File: src/common/brs_pkg.sv
// Purpose: Shared constants and carriers for the block reset start sequencer
// Assumes: 200 MHz system clock
// Notes: Settle time kept in ns, cycle count derived from the clock period
package brs_pkg;
	localparam int BLOCK_COUNT = 16;
	localparam int CLK_PERIOD_NS = 5;
	localparam int SETTLE_GLOBAL_NS = 6000;
	localparam int SETTLE_PARTIAL_NS = 6000;
	// Least times round up to whole cycles
	localparam int SETTLE_GLOBAL_CYC = (SETTLE_GLOBAL_NS + CLK_PERIOD_NS - 1) / CLK_PERIOD_NS;
	localparam int SETTLE_PARTIAL_CYC = (SETTLE_PARTIAL_NS + CLK_PERIOD_NS - 1) / CLK_PERIOD_NS;
	localparam int TIMER_W = 16;
	localparam int COUNT_W = 16;

	// Progress counters reported to the user side
	typedef struct packed {
		logic [COUNT_W-1:0] blocksSent;
		logic [COUNT_W-1:0] blocksLoaded;
		logic [COUNT_W-1:0] segmentsSent;
	} brs_counts_t;

	typedef enum logic [1:0] {
		BRS_IDLE,
		BRS_SENDING,
		BRS_WAIT_BUSY,
		BRS_SETTLE
	} brs_state_t;
endpackage : brs_pkg

File: src/verilog/brs_sequencer.sv
// Purpose: Decides when the pattern source may send its next block and issues reset-start
// Assumes: Busy lines come from the display controller pins; source signals are same clock
// Notes: One reset-start pulse per block; settle hold timer inside
//
// Summary of operation
// - While the controller reports busy loading, no release is given to the pattern source.
// - When the pattern source finishes a block and busy is low, a reset-start pulse goes to the controller.
// - No new start is given while the pattern source is still sending a block.
// - No new start is given while every controller busy line is high.
// - No new start is given once every enabled block has been loaded.
// - The pattern source begins no transfer until the settle after the previous reset-start has ended.
// - A possible settle violation makes the settle hold timer block start until it ends.
// - The settle interval starts on the busy falling edge, or at watchdog end if busy never showed, and no load happens during it.
// - With all blocks enabled the start is delayed by a 6 us settle time.
// - With any of the 16 blocks disabled a 6 us settle delay is always inserted.
// - In global operation the settle delay follows every collective reset.
// - Blocks sent, blocks loaded and, in slow mode, segments sent are counted.
// - A status output shows when the controller is busy loading.
// - Sending, next block address, errors and settings are reported.
// - The source control stays idle until every block-out condition clears, then starts a transfer.
`timescale 1ns/1ps
module brs_sequencer #(
	parameter int BLOCKS = brs_pkg::BLOCK_COUNT,
	parameter int ADDR_W = 4
) (
	input wire logic sys_clk,
	input wire logic rst,
	input wire logic [BLOCKS-1:0] ctrlBusy,
	input wire logic [BLOCKS-1:0] blockEnable,
	input wire logic slowMode,
	input wire logic srcSending,
	input wire logic srcBlockDone,
	input wire logic srcSegmentDone,
	input wire logic [ADDR_W-1:0] srcNextAddr,
	input wire logic srcTimeoutErr,
	input wire logic linkErr,
	input wire logic cycleRestart,
	output logic resetStart,
	output logic srcStart,
	output logic busyStatus,
	output logic sendingStatus,
	output logic [ADDR_W-1:0] nextAddrStatus,
	output logic timeoutErrStatus,
	output logic linkErrStatus,
	output logic [BLOCKS-1:0] settingsStatus,
	output brs_pkg::brs_counts_t counts,
	output logic settleActive
);
	// Synchroniser flops for the controller busy pins
	logic [BLOCKS-1:0] busySync1;
	logic [BLOCKS-1:0] busySync2;
	logic anyBusyDly;

	// Sequencer state and settle hold timer
	brs_pkg::brs_state_t state;
	brs_pkg::brs_state_t next_state;
	logic [brs_pkg::TIMER_W-1:0] timer;
	logic [brs_pkg::TIMER_W-1:0] next_timer;
	logic startSent;
	logic next_startSent;
	logic next_resetStart;
	logic next_srcStart;
	logic next_settleActive;

	// Blocks loaded in the present pattern cycle
	logic [BLOCKS-1:0] loadedMask;
	logic [BLOCKS-1:0] next_loadedMask;

	// Progress counters
	brs_pkg::brs_counts_t next_counts;

	// Status mirrors towards the user side
	logic next_busyStatus;
	logic next_sendingStatus;
	logic [ADDR_W-1:0] next_nextAddrStatus;
	logic next_timeoutErrStatus;
	logic next_linkErrStatus;
	logic [BLOCKS-1:0] next_settingsStatus;

	// Decoded conditions
	logic anyBusy;
	logic allBusy;
	logic busyFall;
	logic allLoaded;
	logic allEnabled;
	logic blockAccepted;
	logic startAllowed;
	logic [brs_pkg::TIMER_W-1:0] settleLoad;

	// Wrapping counter step, shared by all three progress counters
	function automatic logic [brs_pkg::COUNT_W-1:0] count_step(
		input logic [brs_pkg::COUNT_W-1:0] value,
		input logic eventSeen
	);
		count_step = eventSeen ? value + 1'b1 : value;
	endfunction : count_step

	// One-hot mask for a block address
	function automatic logic [BLOCKS-1:0] block_bit(
		input logic [ADDR_W-1:0] addr
	);
		block_bit = BLOCKS'(1) << addr;
	endfunction : block_bit

	// Busy lines cross from the pins through two flops
	// Only the second stage is read, so no metastable value reaches logic
	always_ff @(posedge sys_clk) begin
		if (rst) begin
			busySync1 <= '0;
			busySync2 <= '0;
			anyBusyDly <= 1'b0;
		end else begin
			busySync1 <= ctrlBusy;
			busySync2 <= busySync1;
			anyBusyDly <= anyBusy;
		end
	end

	// Busy decode; falling edge marks the end of a reset
	always_comb begin
		anyBusy = |busySync2;
		allBusy = &busySync2;
		busyFall = anyBusyDly && !anyBusy;
		allEnabled = &blockEnable;
		allLoaded = (blockEnable != '0) && ((loadedMask & blockEnable) == blockEnable);
		blockAccepted = srcBlockDone && (state == brs_pkg::BRS_SENDING);
		// Any busy line blocks a release, which also covers the all-busy case
		startAllowed = !srcSending && !allBusy && !allLoaded && !anyBusy;
		// Both cases use the same figure today but stay separate for tuning
		settleLoad = allEnabled ? brs_pkg::TIMER_W'(brs_pkg::SETTLE_GLOBAL_CYC)
			: brs_pkg::TIMER_W'(brs_pkg::SETTLE_PARTIAL_CYC);
	end

	// Sequencer next state and settle hold timer
	always_comb begin
		next_state = state;
		next_timer = timer;
		next_startSent = startSent;
		next_resetStart = 1'b0;
		next_srcStart = 1'b0;
		unique case (state)
			brs_pkg::BRS_IDLE: begin
				// Release the source only when every block-out condition is clear
				if (startAllowed) begin
					next_srcStart = 1'b1;
					next_state = brs_pkg::BRS_SENDING;
				end
			end
			brs_pkg::BRS_SENDING: begin
				// Source stays here until its block is done; no second release
				if (srcBlockDone) begin
					next_state = brs_pkg::BRS_WAIT_BUSY;
					next_startSent = !anyBusy;
					next_resetStart = !anyBusy;
					next_timer = anyBusy ? '0 : settleLoad;
				end
			end
			brs_pkg::BRS_WAIT_BUSY: begin
				if (!startSent) begin
					// Controller was busy at block end; reset-start once it drops
					if (!anyBusy) begin
						next_resetStart = 1'b1;
						next_startSent = 1'b1;
						next_timer = settleLoad;
					end
				end else if (busyFall) begin
					// Every reset is a settle risk; cheaper than tracking blocks
					next_timer = settleLoad;
					next_state = brs_pkg::BRS_SETTLE;
				end else if (!anyBusy && timer == '0) begin
					// Busy never showed; settle from here rather than hang
					next_timer = settleLoad;
					next_state = brs_pkg::BRS_SETTLE;
				end else if (timer != '0) begin
					// Watchdog runs while the reset is in progress
					next_timer = timer - 1'b1;
				end
			end
			brs_pkg::BRS_SETTLE: begin
				next_startSent = 1'b0;
				if (timer != '0) begin
					next_timer = timer - 1'b1;
				end else begin
					next_state = brs_pkg::BRS_IDLE;
				end
			end
		endcase
		next_settleActive = (next_state == brs_pkg::BRS_SETTLE);
	end

	// Sequencer registers; both handshake pulses come straight from flops
	always_ff @(posedge sys_clk) begin
		if (rst) begin
			state <= brs_pkg::BRS_IDLE;
			timer <= '0;
			startSent <= 1'b0;
			resetStart <= 1'b0;
			srcStart <= 1'b0;
			settleActive <= 1'b0;
		end else begin
			state <= next_state;
			timer <= next_timer;
			startSent <= next_startSent;
			resetStart <= next_resetStart;
			srcStart <= next_srcStart;
			settleActive <= next_settleActive;
		end
	end

	// Loaded tracking; a block done in the restart cycle still counts
	always_comb begin
		next_loadedMask = loadedMask;
		if (cycleRestart) begin
			next_loadedMask = '0;
		end
		if (blockAccepted) begin
			next_loadedMask = next_loadedMask | block_bit(srcNextAddr);
		end
	end

	// Loaded mask register
	always_ff @(posedge sys_clk) begin
		if (rst) begin
			loadedMask <= '0;
		end else begin
			loadedMask <= next_loadedMask;
		end
	end

	// Progress counters; they wrap rather than saturate
	always_comb begin
		next_counts = counts;
		next_counts.blocksSent = count_step(counts.blocksSent, blockAccepted);
		next_counts.blocksLoaded = count_step(counts.blocksLoaded, busyFall);
		next_counts.segmentsSent = count_step(counts.segmentsSent,
			slowMode && srcSegmentDone);
	end

	// Counter registers
	always_ff @(posedge sys_clk) begin
		if (rst) begin
			counts <= '0;
		end else begin
			counts <= next_counts;
		end
	end

	// Status mirrors; one cycle late, busy three cycles behind its pins
	always_comb begin
		next_busyStatus = anyBusy;
		next_sendingStatus = srcSending;
		next_nextAddrStatus = srcNextAddr;
		next_timeoutErrStatus = srcTimeoutErr;
		next_linkErrStatus = linkErr;
		next_settingsStatus = blockEnable;
	end

	// Status registers
	always_ff @(posedge sys_clk) begin
		if (rst) begin
			busyStatus <= 1'b0;
			sendingStatus <= 1'b0;
			nextAddrStatus <= '0;
			timeoutErrStatus <= 1'b0;
			linkErrStatus <= 1'b0;
			settingsStatus <= '0;
		end else begin
			busyStatus <= next_busyStatus;
			sendingStatus <= next_sendingStatus;
			nextAddrStatus <= next_nextAddrStatus;
			timeoutErrStatus <= next_timeoutErrStatus;
			linkErrStatus <= next_linkErrStatus;
			settingsStatus <= next_settingsStatus;
		end
	end
endmodule : brs_sequencer

File: config.mk
export PLATFORM = sky130hd
export DESIGN_NAME = brs_sequencer
export DESIGN_NICKNAME = d
export VERILOG_FILES = /design/src/common/brs_pkg.sv /design/src/verilog/brs_sequencer.sv
export SDC_FILE = /design/constraint.sdc
export NUM_CORES = 1
export LEC_CHECK = 0
export ABC_AREA = 1
export BUFFER_PORTS_ARGS = -buffer_cell sky130_fd_sc_hd__buf_2
export CAP_MARGIN = 20
export CORE_ASPECT_RATIO = 2
export CORE_MARGIN = 1.5
export CORE_UTILIZATION = 60
export CTS_BUF_LIST = sky130_fd_sc_hd__clkbuf_8
export DETAILED_ROUTE_END_ITERATION = 10
export GPL_ROUTABILITY_DRIVEN = 0
export MAX_ROUTING_LAYER = met4
export PLACE_DENSITY = 0.86
export SLEW_MARGIN = 10
export SYNTH_ARGS = -nofsm -noshare
export SYNTH_HDL_FRONTEND = slang
export SYNTH_SLANG_ARGS = --single-unit
File: constraint.sdc
create_clock -name sys_clk -period 5.1 [get_ports sys_clk]
set_input_delay 0.255 -clock sys_clk [delete_from_list [all_inputs] [get_ports sys_clk]]
set_output_delay 0.255 -clock sys_clk [all_outputs]
set_load 0.01 [all_outputs]
-- Yosys cells after proc, flatten, opt, wreduce, memory -nomap -nowiden
Index checks and enable logic that the tools add are counted.
- add/sub/neg operators: 4
- equal/unequal tests: 7
- shift-type cells: 1
- mux-type cells: 25
- bitwise gates (word level): 3
- reduce and logical (&&, ||, !) cells: 22
- operators by type and width (cell ; number):
    16-bit 2-to-1 mux ; 8
    16-bit by 1-bit adder with 16-bit output, second input constant ; 3
    16-bit case mux with 3 select lines ; 1
    16-bit nonzero test ; 2
    16-bit bitwise AND ; 1
    16-bit == test ; 1
    16-bit zero test ; 1
    16-bit OR ; 1
    16-bit AND reduction ; 1
    16-bit OR reduction ; 1
    1-bit by 4-bit << shifter with 16-bit output, first input constant ; 1
    16-bit by 1-bit subtractor with 16-bit output, second input constant ; 1
    2-bit 2-to-1 mux ; 6
    11-bit 2-to-1 mux ; 1
    1-bit logical AND ; 8
    2-bit case mux with 4 select lines ; 1
    2-bit == test, second input constant ; 3
    1-bit 2-to-1 mux ; 6
    1-bit zero test ; 4
    3-bit inequality test, second input constant ; 1
    1-bit case mux with 3 select lines ; 1
    3-bit AND reduction ; 1
    3-bit nonzero test ; 1
    2-bit by 1-bit == test with 1-bit output, second input constant ; 1
    other kinds (6) ; 6
- register bits after elaboration: 142
- word-level logic and storage cells: 80

-- Longest topological paths before layout
Gate-level depths: netlist of run 1.
- depth after elaboration: 9
- depth in mapped cells: 12
- depth with buffers taken out: 12

-- Least setup slack after synthesis of run 1
No wires, ideal clock.
- kind: flip-flop to flip-flop
- from: register state[0]
- to: register timer[12] (netlist name)
- data arrival time: 1532 ps
- data required time: 4983 ps
- path slack: 3451 ps
- cell stages (with the launch flop): 12
- path buffers: 1
- period minus slack after synthesis: 1649 ps
- path through: dfxtp_1 inv_1 ha_1 inv_1 nor2_1 nand2_2 nand2_4 inv_6 nand2_4 o21ai_4 buf_8 nor2_2
- word-level cells in the longest chain between the ends: 3
- elaborated cells on any way between the ends: 8
- classes of those cells: eq/ne (5); mux (1); reduce/logical (2)
- RTL lines (what ; RTL line ; RTL):
    from (decl) ; brs_sequencer.sv:55 ; brs_pkg::brs_state_t state;
    from (signal assigned) ; brs_sequencer.sv:194 ; state <= brs_pkg::BRS_IDLE;
    from (signal assigned) ; brs_sequencer.sv:201 ; state <= next_state;
    2-bit == test / 2-bit by 1-bit == test with 1-bit output (equally long branches) ; brs_sequencer.sv:141 ; unique case (state)
    3-bit inequality test (no source line), or another cell as far along ; -- ;
    3-bit AND reduction (no source line) ; -- ;
    to (signal assigned) ; brs_sequencer.sv:202 ; timer <= next_timer;
    to (decl) ; brs_sequencer.sv:57 ; logic [brs_pkg::TIMER_W-1:0] timer;
Several ways; a longest one is shown, not always the timed one.
A chain may end at the register's enable or synchronous reset.

-- Final worst setup path of run 1
- from: register busySync2[3]
- to: register counts[22] (netlist name)
- word-level cells in the longest chain between the ends: 3
- RTL lines (what ; RTL line ; RTL):
    from (decl) ; brs_sequencer.sv:51 ; logic [BLOCKS-1:0] busySync2;
    from (signal assigned) ; brs_sequencer.sv:114 ; busySync2 <= busySync1;
    16-bit OR reduction ; brs_sequencer.sv:121 ; anyBusy = |busySync2;
    1-bit zero test ; brs_sequencer.sv:123 ; busyFall = anyBusyDly && !anyBusy;
    1-bit logical AND ; brs_sequencer.sv:123 ;
    to (signal assigned) ; brs_sequencer.sv:244 ; counts <= next_counts;
    to (decl) ; brs_sequencer.sv:46 ; output brs_pkg::brs_counts_t counts,
No other way between the ends.

==> insert_results.sql, run 1 <==
INSERT INTO impl_metrics (metric_group, metric, value, unit) VALUES
('clock_network', 'cts_made_buffers', '17', ''),
('drt', 'drc_errors', '0', ''),
('sta', 'post-route-period-util', '40.3', '%'),
('clock_network', 'tritoncts', 'yes', ''),
('clock_network', 'numClockSinks', '142', ''),
('synthesis', 'post_synth_edffs', '0', ''),
('clock_network', 'worst_setup_hold_path_clk_slew', '0.09', 'ns'),
('drt', 'detail_route.vias_per_cell', '5.07', ''),
('floorplanning', 'start_util', '61.2', '%'),
('floorplanning', 'placeable_core_region', '0.0100', 'sq mm'),
('sta', 'fin_skew', '0.0144', 'ns'),
('drt', 'detailedRoute.firstIterationViolations', '314', ''),
('drt', 'via_count', '5751', ''),
('power', 'power_report.internal_total', '1.94', 'mW'),
('synthesis', 'synth.mux.area_fraction', '0', '%'),
('worst_setup_path', 'worstPathMaxFanout', '12', ''),
('worst_setup_path', 'worst-endpoint-arrival', '2.40', 'ns'),
('power', 'switching_share', '34.8', '%'),
('placement', 'port_buffers', '119', ''),
('sta', 'timing_worst_slew_pin_value', '1.03', 'ns'),
('power', 'lkg_pwr', '3.47', 'nW'),
('floorplanning', 'die_height', '146', 'um'),
('sta', 'setup_repair_after_global_routing_missed_its_margin', 'no', ''),
('status', 'run_status', 'finished, final reports clean', ''),
('synthesis', 'synth-seq-cells', '142', ''),
('grt', 'overflow', '0', ''),
('synthesis', 'post_synth_and_or_nand_nor_area_fraction', '29.5', '%'),
('worst_hold_path', 'hold_path.class', 'in2reg', ''),
('worst_setup_path', 'required', '5.45', 'ns'),
('sta', 'hold_violations', '0', ''),
('layout', 'layout.cells.most_common_list', 'sky130_fd_sc_hd__nor2_1 (157), sky130_fd_sc_hd__nand2_1 (152), sky130_fd_sc_hd__inv_1 (144), sky130_fd_sc_hd__dfxtp_1 (142), sky130_fd_sc_hd__buf_2 (118)', ''),
('power', 'power.switching', '1.04', 'mW'),
('synthesis', 'syn-num-nets', '906', ''),
('power', 'clock_power_share', '32.7', '%'),
('sta', 'totalNegativeSetupSlack', '0', 'ns'),
('worst_setup_path', 'cpPeakStageDelay', '0.37', 'ns'),
('synthesis', 'synth_seq_area_share', '46.4', '%'),
('sta', 'achievable-frequency', '487', 'MHz'),
('grt', 'grt_pass1_vias', '5651', ''),
('worst_setup_path', 'number_of_buffer_and_inverter_instances_along_the_worst_setup_path', '1', ''),
('grt', 'pin_count_of_the_biggest_net_entering_global_routing', '103', ''),
('grt', 'wire_length_of_the_first_global_routing_pass', '23500', 'um'),
('layout', 'layout.cells.most_common', 'sky130_fd_sc_hd__nor2_1', ''),
('clock_network', 'worst_skew_pair.late_latency', '0.46', 'ns'),
('synthesis', 'avgSynthCellArea', '7.19', 'sq um'),
('synthesis', 'ys.warnings.count', '0', ''),
('synthesis', 'post_synth_xor_area_fraction', '2.14', '%'),
('worst_setup_path', 'worstSetupEndpointType', 'flop', ''),
('layout', 'antenna_cells', '0', ''),
('placement', 'dp_hpwl', '10100', 'um'),
('sta', 'timing_max_transition_violations_final', '0', ''),
('drt', 'wl_met1', '5070', 'um'),
('power', 'share_seq_of_total_power', '41.1', '%'),
('flow_run', 'timing.max_cap.violations', '0', ''),
('drt', 'met2_wirelength', '7880', 'um'),
('floorplanning', 'boundaryPins', '120', ''),
('clock_network', 'cts.htree.levels', '4', ''),
('clock_network', 'clock_tree.buffer_depth', '2', ''),
('grt', 'globalRouteTotalUtil', '28.4', '%'),
('drt', 'routed.top_layer', 'met4', ''),
('synthesis', 'dominant_combinational_cell_family_by_area_after_synthesis', 'simple AND/OR/NAND/NOR gates', ''),
('drt', 'postRouteWirelength', '14100', 'um'),
('synthesis', 'synth_async_sr_flop_share', '0', '%'),
('clock_network', 'cts_setup_buffers', '0', ''),
('clock_network', 'post_cts_resize_count', '0', ''),
('synthesis', 'synth-adder-area-share', '1.84', '%'),
('synthesis', 'ys.flop_type', 'sky130_fd_sc_hd__dfxtp_1', ''),
('synthesis', 'synth.lib_cells_used.distinct', '34', ''),
('floorplanning', 'row_count', '52', ''),
('sta', 'finalSetupViolations', '0', ''),
('power', 'vdd.ir_drop.worst', '0.325', 'mV');
==> final cells by class <==
class                      instances  area [sq um]
timing repair buffer             133           733
clock inverter                    15           198
clock buffer                      17           234
sequential                       142          2840
tap                              135           169
fill                             811          2630
multi-input combinational        547          2660
inverter                         146           554
==> kinds of logic after synthesis <==
logic type               count (synthesis)
AND/OR/NAND/NOR                        415
XOR/XNOR                                15
AO/OA/AOI/OAI                          108
flip-flops                             142
adder cells (fa/ha/maj)                  9
buffers and inverters                  163
==> through the flow <==
stage / total power [mW] / std cells / hold WS (ns) / setup WS [ns] / area, sq um
finish: 2.98 / 1135 / 0.00949 / 3.05 / 7390
global route: 3.14 / 1135 / 0.00382 / 2.77 / 7390
CTS: 2.98 / 1135 / 0.00235 / 3.10 / 7390
detailed placement: 2.01 / 1091 / 0.393 / 3.13 / 6830
global placement: 2.00 / 1091 / 0.393 / 3.21 / 6830
floorplan: 1.85 / 852 / 0.362 / 3.45 / 6130
==> worst min-delay path, cell delays in order <==
cell,delay [ns]
sky130_fd_sc_hd__buf_2,0.10
sky130_fd_sc_hd__inv_1,0.04
sky130_fd_sc_hd__nor2_1,0.03
==> state kept, by name, summed over array words and instances (netlist names) <==
| register | cells |
|---|---|
| srcStart | 1 |
| counts | 48 |
| loadedMask | 16 |
| nextAddrStatus | 4 |
| settleActive | 1 |
| sendingStatus | 1 |
| timer | 16 |
| busySync2 | 16 |
| timeoutErrStatus | 1 |
| startSent | 1 |
| resetStart | 1 |
| settingsStatus | 16 |
| busyStatus | 1 |
| linkErrStatus | 1 |
| state | 2 |
| busySync1 | 16 |
==> synth_stat cells (2+ instances only) <==
master,instances,area (sq um)
sky130_fd_sc_hd__a211oi_1,2,15.0
sky130_fd_sc_hd__a21oi_1,50,250
sky130_fd_sc_hd__a22oi_1,8,60.1
sky130_fd_sc_hd__a31oi_1,5,31.3
sky130_fd_sc_hd__clkbuf_1,15,56.3
sky130_fd_sc_hd__dfxtp_1,142,2840
sky130_fd_sc_hd__ha_1,9,113
sky130_fd_sc_hd__inv_1,144,541
sky130_fd_sc_hd__nand2_1,152,571
sky130_fd_sc_hd__nand2_2,6,37.5
sky130_fd_sc_hd__nand2_4,4,45.0
sky130_fd_sc_hd__nand3_1,30,150
sky130_fd_sc_hd__nand3b_1,2,15.0
sky130_fd_sc_hd__nand4_1,14,87.6
sky130_fd_sc_hd__nor2_1,157,589
sky130_fd_sc_hd__nor2_2,15,93.8
sky130_fd_sc_hd__nor2_4,3,33.8
sky130_fd_sc_hd__nor3_1,25,125
sky130_fd_sc_hd__nor4_1,2,12.5
sky130_fd_sc_hd__o21a_1,6,45.0
sky130_fd_sc_hd__o21ai_0,35,175
sky130_fd_sc_hd__xnor2_1,5,43.8
sky130_fd_sc_hd__xor2_1,10,87.6
==> timing repair <==
item                                    4_1_cts  5_1_grt
hold buffers                                 12        0
hold endpoints to repair                     12        0
endpoints found under the setup margin        0        0
==> power by group through the flow <==
| stage | clock network [mW] | logic, mW | registers, mW |
|---|---|---|---|
| finish | 0.974 | 0.778 | 1.22 |
| global route | 1.03 | 0.879 | 1.23 |
| CTS | 0.983 | 0.776 | 1.22 |
| detailed placement | 0 | 0.761 | 1.25 |
| global placement | 0 | 0.750 | 1.25 |
| floorplan | 0 | 0.604 | 1.24 |
==> layer usage <==
metal / GRT usage (%) / vias up
met5: - / -
li1: - / 2917
met1: 27.1 / 2615
met2: 49.9 / 170
met3: 7.96 / 49
met4: 13.7 / 0
==> worst paths after layout <==
check | from | endpoint | slack, ns | cells after the start
setup / recovery | busySync2[3] | counts[22] | 3.05 | 10
hold / removal | ctrlBusy[2] | busySync1[2] | 0.009 | 3
setup reg to reg | busySync2[3] | counts[22] | 3.05 | 10
hold reg to reg | busySync1[8] | busySync2[8] | 0.40 | 2
Note: power is estimated with default switching activity, not from simulation.
==> run 2: changes to the inputs <==
Settings changed: CORE_UTILIZATION 60 to 57, PLACE_DENSITY 0.86 to 0.82.
Clock period 5.1 ns to 2.1 ns, I/O delays scaled along.
==> run 2 against run 1 <==
Effect of this change: global-route usage is 1.1 points lower; sequential share of layout area is 1.4 points lower; largest power group unchanged; die area is 5.1% higher; critical path type unchanged; total power is 140% higher; sequential power is 140% higher; critical endpoint is now timer[15]; worst setup slack worse by 2.8 ns; critical path depth is 1 higher; sequential cell count stayed put; register-to-register slack worse by 2.8 ns; non-clock buffer count is 31 higher; routed wire length is 4.6% higher.
==> insert_results.sql, run 2 (synthesis gave the netlist of run 1 again) <==
INSERT INTO impl_metrics (metric_group, metric, value, unit) VALUES
('status', 'run_status', 'finished, final reports clean', ''),
('placement', 'port_buffers', '119', ''),
('worst_setup_path', 'crit-reg2reg-capture', 'timer[15]', ''),
('floorplanning', 'die_height', '150', 'um'),
('layout', 'largest_reg_flops', '48', ''),
('power', 'lkg_pwr', '3.59', 'nW'),
('sta', 'fin_ws', '0.203', 'ns'),
('sta', 'timing_max_transition_violations_final', '0', ''),
('clock_network', 'cts_made_buffers', '17', ''),
('power', 'vdd.ir_drop.worst', '0.605', 'mV'),
('sta', 'timing.hold.ws', '0.0284', 'ns'),
('layout', 'area.growth.synth_to_final', '25.0', '%'),
('floorplanning', 'row_count', '53', ''),
('sta', 'totalNegativeSetupSlack', '0', 'ns'),
('sta', 'hold_violations', '0', ''),
('layout', 'finalNetCount', '1072', ''),
('layout', 'drive_above_1_share', '18.4', '%'),
('layout', 'area_of_the_multi_input_gates', '0.00266', 'sq mm'),
('sta', 'setup_repair_after_global_routing_missed_its_margin', 'no', ''),
('worst_setup_path', 'setup.worst_path.class', 'reg2reg', ''),
('clock_network', 'cts.htree.levels', '4', ''),
('worst_setup_path', 'worst-r2r-cell-count', '11', ''),
('grt', 'overflow', '0', ''),
('drt', 'wl_per_cell', '12.6', 'um'),
('worst_setup_path', 'worst-endpoint-arrival', '2.23', 'ns'),
('floorplanning', 'start_util', '58.5', '%'),
('grt', 'wire_length_of_the_first_global_routing_pass', '24000', 'um'),
('layout', 'layout.cells.most_common', 'sky130_fd_sc_hd__nor2_1', ''),
('sta', 'timing.slew.headroom', '60.1', '%'),
('worst_setup_path', 'critical_path.reg2reg.startpoint', 'state[0]', ''),
('worst_setup_path', 'worstSetupStartpoint', 'state[0]', ''),
('floorplanning', 'die_w', '76.3', 'um'),
('placement', 'dp_hpwl', '10100', 'um'),
('clock_network', 'cts_setup_buffers', '0', ''),
('worst_hold_path', 'hold_path.class', 'in2reg', ''),
('floorplanning', 'placeable_core_region', '0.0105', 'sq mm'),
('grt', 'pin_count_of_the_biggest_net_entering_global_routing', '103', ''),
('sta', 'achievable-frequency', '527', 'MHz'),
('drt', 'number_of_search_and_repair_iterations_in_the_first_detailed_routing_pass', '5', ''),
('grt', 'antenna_found_initial', '0', ''),
('power', 'power_per_unit_of_standard_cell_area', '922', 'mW/mm^2'),
('sta', 'post-route-period-util', '90.3', '%'),
('clock_network', 'numClockSinks', '142', ''),
('floorplanning', 'dieArea', '0.0114', 'sq mm'),
('clock_network', 'tritoncts', 'yes', ''),
('layout', 'top_register', 'counts', ''),
('grt', 'globalRouteTotalUtil', '27.3', '%'),
('drt', 'drc_errors', '0', ''),
('clock_network', 'worst_setup_hold_path_clk_slew', '0.07', 'ns'),
('placement', 'setup_slack_at_placement', '0.240', 'ns'),
('sta', 'timing_worst_slew_pin_value', '0.596', 'ns'),
('layout', 'register_area', '0.00284', 'sq mm'),
('clock_network', 'clock-root-buffer', 'sky130_fd_sc_hd__clkbuf_8', ''),
('drt', 'antenna_violating_nets_post_route', '0', ''),
('sta', 'fin_skew', '0.0156', 'ns'),
('worst_setup_path', 'worstSetupEndpointType', 'flop', ''),
('floorplanning', 'boundaryPins', '120', ''),
('layout', 'antenna_cells', '0', ''),
('clock_network', 'worst_skew_pair.late_latency', '0.45', 'ns'),
('worst_setup_path', 'setup.worst_path.end', 'timer[15]', ''),
('sta', 'fin_crit', '1.90', 'ns'),
('worst_setup_path', 'worst_setup_path_start_kind', 'flop', ''),
('sta', 'finalSetupViolations', '0', ''),
('drt', 'via_count', '5842', ''),
('layout', 'nFillCells', '848', ''),
('drt', 'postRouteWirelength', '14800', 'um'),
('flow_run', 'timing.max_cap.violations', '0', ''),
('drt', 'detailedRoute.firstIterationViolations', '260', ''),
('drt', 'detail_route.vias_per_cell', '5.01', ''),
('grt', 'grt_pass1_vias', '5542', ''),
('layout', 'layout.cells.most_common_list', 'sky130_fd_sc_hd__nor2_1 (157), sky130_fd_sc_hd__nand2_1 (152), sky130_fd_sc_hd__inv_1 (145), sky130_fd_sc_hd__dfxtp_1 (142), sky130_fd_sc_hd__buf_2 (118)', ''),
('clock_network', 'clock_tree.buffer_depth', '2', ''),
('worst_setup_path', 'worstPathMaxFanout', '12', ''),
('worst_setup_path', 'required', '2.44', 'ns'),
('worst_setup_path', 'setup_slack_of_the_worst_register_to_register_path', '0.20', 'ns');
## run 2: timing repair
| item | CTS | global route |
|---|---|---|
| endpoints found under the hold margin | 42 | 0 |
| resized for setup | 0 | 1 |
| setup endpoints to repair | 0 | 1 |
| hold buffers | 39 | 0 |
## run 2: how the worst min path moves through the flow
| stage | startpoint | endpoint | slack (ns) | cells after the start |
|---|---|---|---|---|
| floorplan | ctrlBusy[0] | busySync1[0] | 0.21 | 2 |
| global placement | linkErr | linkErrStatus | 0.30 | 3 |
| detailed placement | ctrlBusy[10] | busySync1[10] | 0.31 | 3 |
| CTS | srcBlockDone | counts[32] | 0.01 | 3 |
| global route | srcBlockDone | counts[32] | 0.02 | 3 |
| finish | srcBlockDone | counts[32] | 0.03 | 3 |
## run 2: report_power, final
| group | total [mW] | internal, mW | switching (mW) |
|---|---|---|---|
| Sequential | 2.97 | 2.86 | 0.115 |
| Clock | 2.14 | 1.09 | 1.06 |
| Combinational | 1.95 | 0.682 | 1.26 |
| Total | 7.06 | 4.62 | 2.44 |
## run 2: critical path, cell delays in order, from the launching register on
cell,delay [ns]
sky130_fd_sc_hd__dfxtp_1,0.39
sky130_fd_sc_hd__inv_1,0.12
sky130_fd_sc_hd__ha_1,0.28
sky130_fd_sc_hd__inv_1,0.15
sky130_fd_sc_hd__nor2_1,0.08
sky130_fd_sc_hd__nand2_2,0.10
sky130_fd_sc_hd__nand2_4,0.10
sky130_fd_sc_hd__inv_6,0.10
sky130_fd_sc_hd__nand2_4,0.05
sky130_fd_sc_hd__o21ai_4,0.12
sky130_fd_sc_hd__buf_4,0.23
sky130_fd_sc_hd__nor2_1,0.07
## run 2: cell type report
type / instances / area share (%)
Clock inverter: 13 / 1.83
Inverter: 146 / 7.24
Tap cell: 137 / 2.24
Clock buffer: 18 / 3.23
Sequential cell: 142 / 37.1
Timing Repair Buffer: 164 / 13.7
Multi-Input combinational cell: 547 / 34.7
## run 2: layer usage
layer	GRT usage (%)	wire length [um]	vias to the layer above	part of all wire [%]
met2	52.6	8320	138	56
met4	11.5	345	0	2.3
met1	25.0	5440	2689	37
met5	-	0	-	0
li1	-	-	2982	-
met3	6.52	648	33	4.4
## run 2: metrics by stage
step | total power, mW | instances | cell area, sq um | utilization, %
2_1_floorplan | 4.49 | 852 | 6130 | -
3_3_place_gp | 4.87 | 1097 | 6880 | 65.7
3_5_place_dp | 4.89 | 1097 | 6880 | 65.7
5_1_grt | 7.48 | 1167 | 7660 | 73.1
6_report | 7.06 | 1167 | 7660 | 73.1
4_1_cts | 7.08 | 1167 | 7660 | 73.1
==> run 3: changes to the inputs <==
Settings changed: GPL_ROUTABILITY_DRIVEN 0 to default.
Clock period 2.1 ns to 1.85 ns, I/O delays scaled along.
==> run 3 against run 2 <==
Effect of this change: fmax is 11% higher; clock power is 23% higher; utilization is 1.3 points higher; via count up 1.8%; combinational power up 15%; critical path depth did not move; worst setup slack got worse by 0.061 ns; routed wire length up 2.2%; non-clock buffer count grew 9; sequential share of layout area down 0.63 points; die area is the same; highest routed layer unchanged.
==> insert_results.sql, run 3 (synthesis gave the netlist of run 1 again) <==
INSERT INTO impl_metrics (metric_group, metric, value, unit) VALUES
('clock_network', 'clock-root-buffer', 'sky130_fd_sc_hd__clkbuf_8', ''),
('layout', 'postLayoutCellArea', '0.00779', 'sq mm'),
('layout', 'layout.cells.most_common_list', 'sky130_fd_sc_hd__nor2_1 (156), sky130_fd_sc_hd__nand2_1 (152), sky130_fd_sc_hd__inv_1 (143), sky130_fd_sc_hd__dfxtp_1 (141), sky130_fd_sc_hd__buf_2 (118)', ''),
('layout', 'largest_reg_flops', '48', ''),
('clock_network', 'numClockSinks', '142', ''),
('drt', 'via_count', '5949', ''),
('floorplanning', 'die_w', '76.3', 'um'),
('drt', 'detail_route.vias_per_cell', '5.05', ''),
('worst_setup_path', 'setup.worst_path.class', 'reg2reg', ''),
('clock_network', 'cts.htree.levels', '4', ''),
('worst_hold_path', 'hold_path.class', 'in2reg', ''),
('worst_setup_path', 'worst-endpoint-arrival', '2.09', 'ns'),
('floorplanning', 'dieArea', '0.0114', 'sq mm'),
('drt', 'drc_errors', '0', ''),
('sta', 'fin_skew', '0.0177', 'ns'),
('grt', 'overflow', '0', ''),
('layout', 'register_area', '0.00284', 'sq mm'),
('worst_setup_path', 'worst_setup_path_start_kind', 'flop', ''),
('layout', 'area_of_the_multi_input_gates', '0.00268', 'sq mm'),
('clock_network', 'tritoncts', 'yes', ''),
('clock_network', 'worst_skew_pair.late_latency', '0.45', 'ns'),
('sta', 'finalSetupViolations', '0', ''),
('floorplanning', 'die_height', '150', 'um'),
('layout', 'drive_above_1_share', '19.5', '%'),
('layout', 'top_register', 'counts', ''),
('clock_network', 'cts_made_buffers', '17', ''),
('sta', 'timing_worst_slew_pin_value', '0.505', 'ns'),
('drt', 'postRouteWirelength', '15100', 'um'),
('power', 'power_per_unit_of_standard_cell_area', '1060', 'mW/mm^2'),
('grt', 'met2_usage', '51.8', '%'),
('grt', 'most_crowded_layer_after_global_routing', 'met2', ''),
('layout', 'layout.cells.most_common', 'sky130_fd_sc_hd__nor2_1', ''),
('floorplanning', 'placeable_core_region', '0.0105', 'sq mm'),
('power', 'lkg_pwr', '3.67', 'nW'),
('grt', 'pin_count_of_the_biggest_net_entering_global_routing', '53', ''),
('layout', 'area.growth.synth_to_final', '27.2', '%'),
('sta', 'timing.slew.headroom', '66.3', '%'),
('grt', 'globalRouteTotalUtil', '27.8', '%'),
('placement', 'post_dp_cell_area', '0.00692', 'sq mm'),
('grt', 'antenna_found_initial', '0', ''),
('status', 'run_status', 'finished, final reports clean', ''),
('placement', 'place.detailed.instances', '1103', ''),
('drt', 'wl_per_cell', '12.8', 'um'),
('worst_setup_path', 'worstSetupEndpointType', 'flop', ''),
('sta', 'achievable-frequency', '586', 'MHz'),
('drt', 'detailedRoute.firstIterationViolations', '276', ''),
('clock_network', 'worst_setup_hold_path_clk_slew', '0.08', 'ns'),
('floorplanning', 'boundaryPins', '120', ''),
('floorplanning', 'row_count', '53', ''),
('grt', 'global_route.usage.met1', '24.7', '%'),
('placement', 'final_gp_congestion', '0.926', ''),
('sta', 'fin_crit', '1.71', 'ns'),
('floorplanning', 'start_util', '58.5', '%'),
('layout', 'nFillCells', '825', ''),
('layout', 'antenna_cells', '0', ''),
('worst_setup_path', 'required', '2.23', 'ns'),
('sta', 'timing_max_transition_violations_final', '0', ''),
('power', 'vdd.ir_drop.worst', '0.958', 'mV'),
('placement', 'port_buffers', '119', ''),
('sta', 'hold_violations', '0', ''),
('grt', 'wire_length_of_the_first_global_routing_pass', '24200', 'um'),
('clock_network', 'clock_tree.buffer_depth', '2', ''),
('grt', 'grt_pass1_vias', '5552', ''),
('layout', 'finalNetCount', '1081', ''),
('sta', 'post-route-period-util', '92.3', '%'),
('layout', 'layoutNonFillerInstCount', '1177', ''),
('drt', 'antenna_violating_nets_post_route', '0', ''),
('flow_run', 'timing.max_cap.violations', '0', ''),
('drt', 'number_of_search_and_repair_iterations_in_the_first_detailed_routing_pass', '5', ''),
('placement', 'dp_hpwl', '10400', 'um'),
('worst_setup_path', 'worstPathMaxFanout', '12', ''),
('grt', 'gr-usage-met3', '6.46', '%');
-- run 3: cell count changes in the layout (fill, tap and decap cells not counted), moves of 2 or more --
cell and delta:
sky130_fd_sc_hd__dlygate4sd3_1 +2, sky130_fd_sc_hd__inv_1 -2, sky130_fd_sc_hd__inv_6 +2, sky130_fd_sc_hd__clkinv_4 +2, sky130_fd_sc_hd__clkinv_2 -2, sky130_fd_sc_hd__o21ai_0 -3
sky130_fd_sc_hd__inv_2 +2, sky130_fd_sc_hd__clkinvlp_4 -2, sky130_fd_sc_hd__buf_4 +7, sky130_fd_sc_hd__o21ai_1 +3
-- run 3: power breakdown --
| part | switching, mW | total [mW] | internal (mW) |
|---|---|---|---|
| Combinational | 1.45 | 2.25 | 0.798 |
| Sequential | 0.137 | 3.38 | 3.24 |
| Clock | 1.25 | 2.64 | 1.40 |
-- run 3: final cells by class --
class,instances,area share (%)
multi-input combinational,547,34.4
sequential,142,36.5
inverter,146,7.11
clock buffer,18,3.18
tap,137,2.20
timing repair buffer,173,14.3
clock inverter,14,2.31
-- run 3: routing by layer --
metal / part of all wire, % / routed length (um)
met1: 35 / 5310
met2: 56 / 8390
met3: 4.3 / 645
met4: 4.9 / 743
met5: 0 / 0
-- run 3: critical path, stage by stage (launching register included) --
cell	delay (ns)
sky130_fd_sc_hd__dfxtp_2	0.35
sky130_fd_sc_hd__inv_1	0.12
sky130_fd_sc_hd__ha_2	0.24
sky130_fd_sc_hd__inv_1	0.07
sky130_fd_sc_hd__nor2_1	0.17
sky130_fd_sc_hd__nand2_2	0.10
sky130_fd_sc_hd__nand2_4	0.14
sky130_fd_sc_hd__inv_6	0.06
sky130_fd_sc_hd__nand2_4	0.06
sky130_fd_sc_hd__o21ai_4	0.06
sky130_fd_sc_hd__buf_12	0.17
sky130_fd_sc_hd__nor2_1	0.10
-- run 3: worst paths after layout --
check	from	end	slack [ns]	depth (start not counted)
worst min-delay path	srcSegmentDone	counts[0]	0.12	4
worst max-delay path	state[0]	timer[8]	0.14	11
worst max register to register	state[0]	timer[8]	0.14	11
worst min register to register	busySync1[7]	busySync2[7]	0.40	2
-- run 3: metrics by stage --
stage	hold WS, ns	power [mW]	setup slack, ns	setup TNS, ns	utilization (%)
6_report	0.117	8.27	0.142	0	74.4
2_1_floorplan	0.199	5.10	0.201	0	-
4_1_cts	0.0958	8.27	0.00359	0	74.1
5_1_grt	0.149	8.76	-0.000275	-0.000275	74.4
3_5_place_dp	0.298	5.59	0.0222	0	66.1
3_3_place_gp	0.291	5.54	0.135	0	66.1
-- run 3: what timing repair did --
item | in CTS | in global routing
hold endpoints to repair | 52 | 0
setup endpoints to repair | 0 | 17
buffers inserted | 0 | 1
resized for setup | 0 | 11
hold buffers | 41 | 0
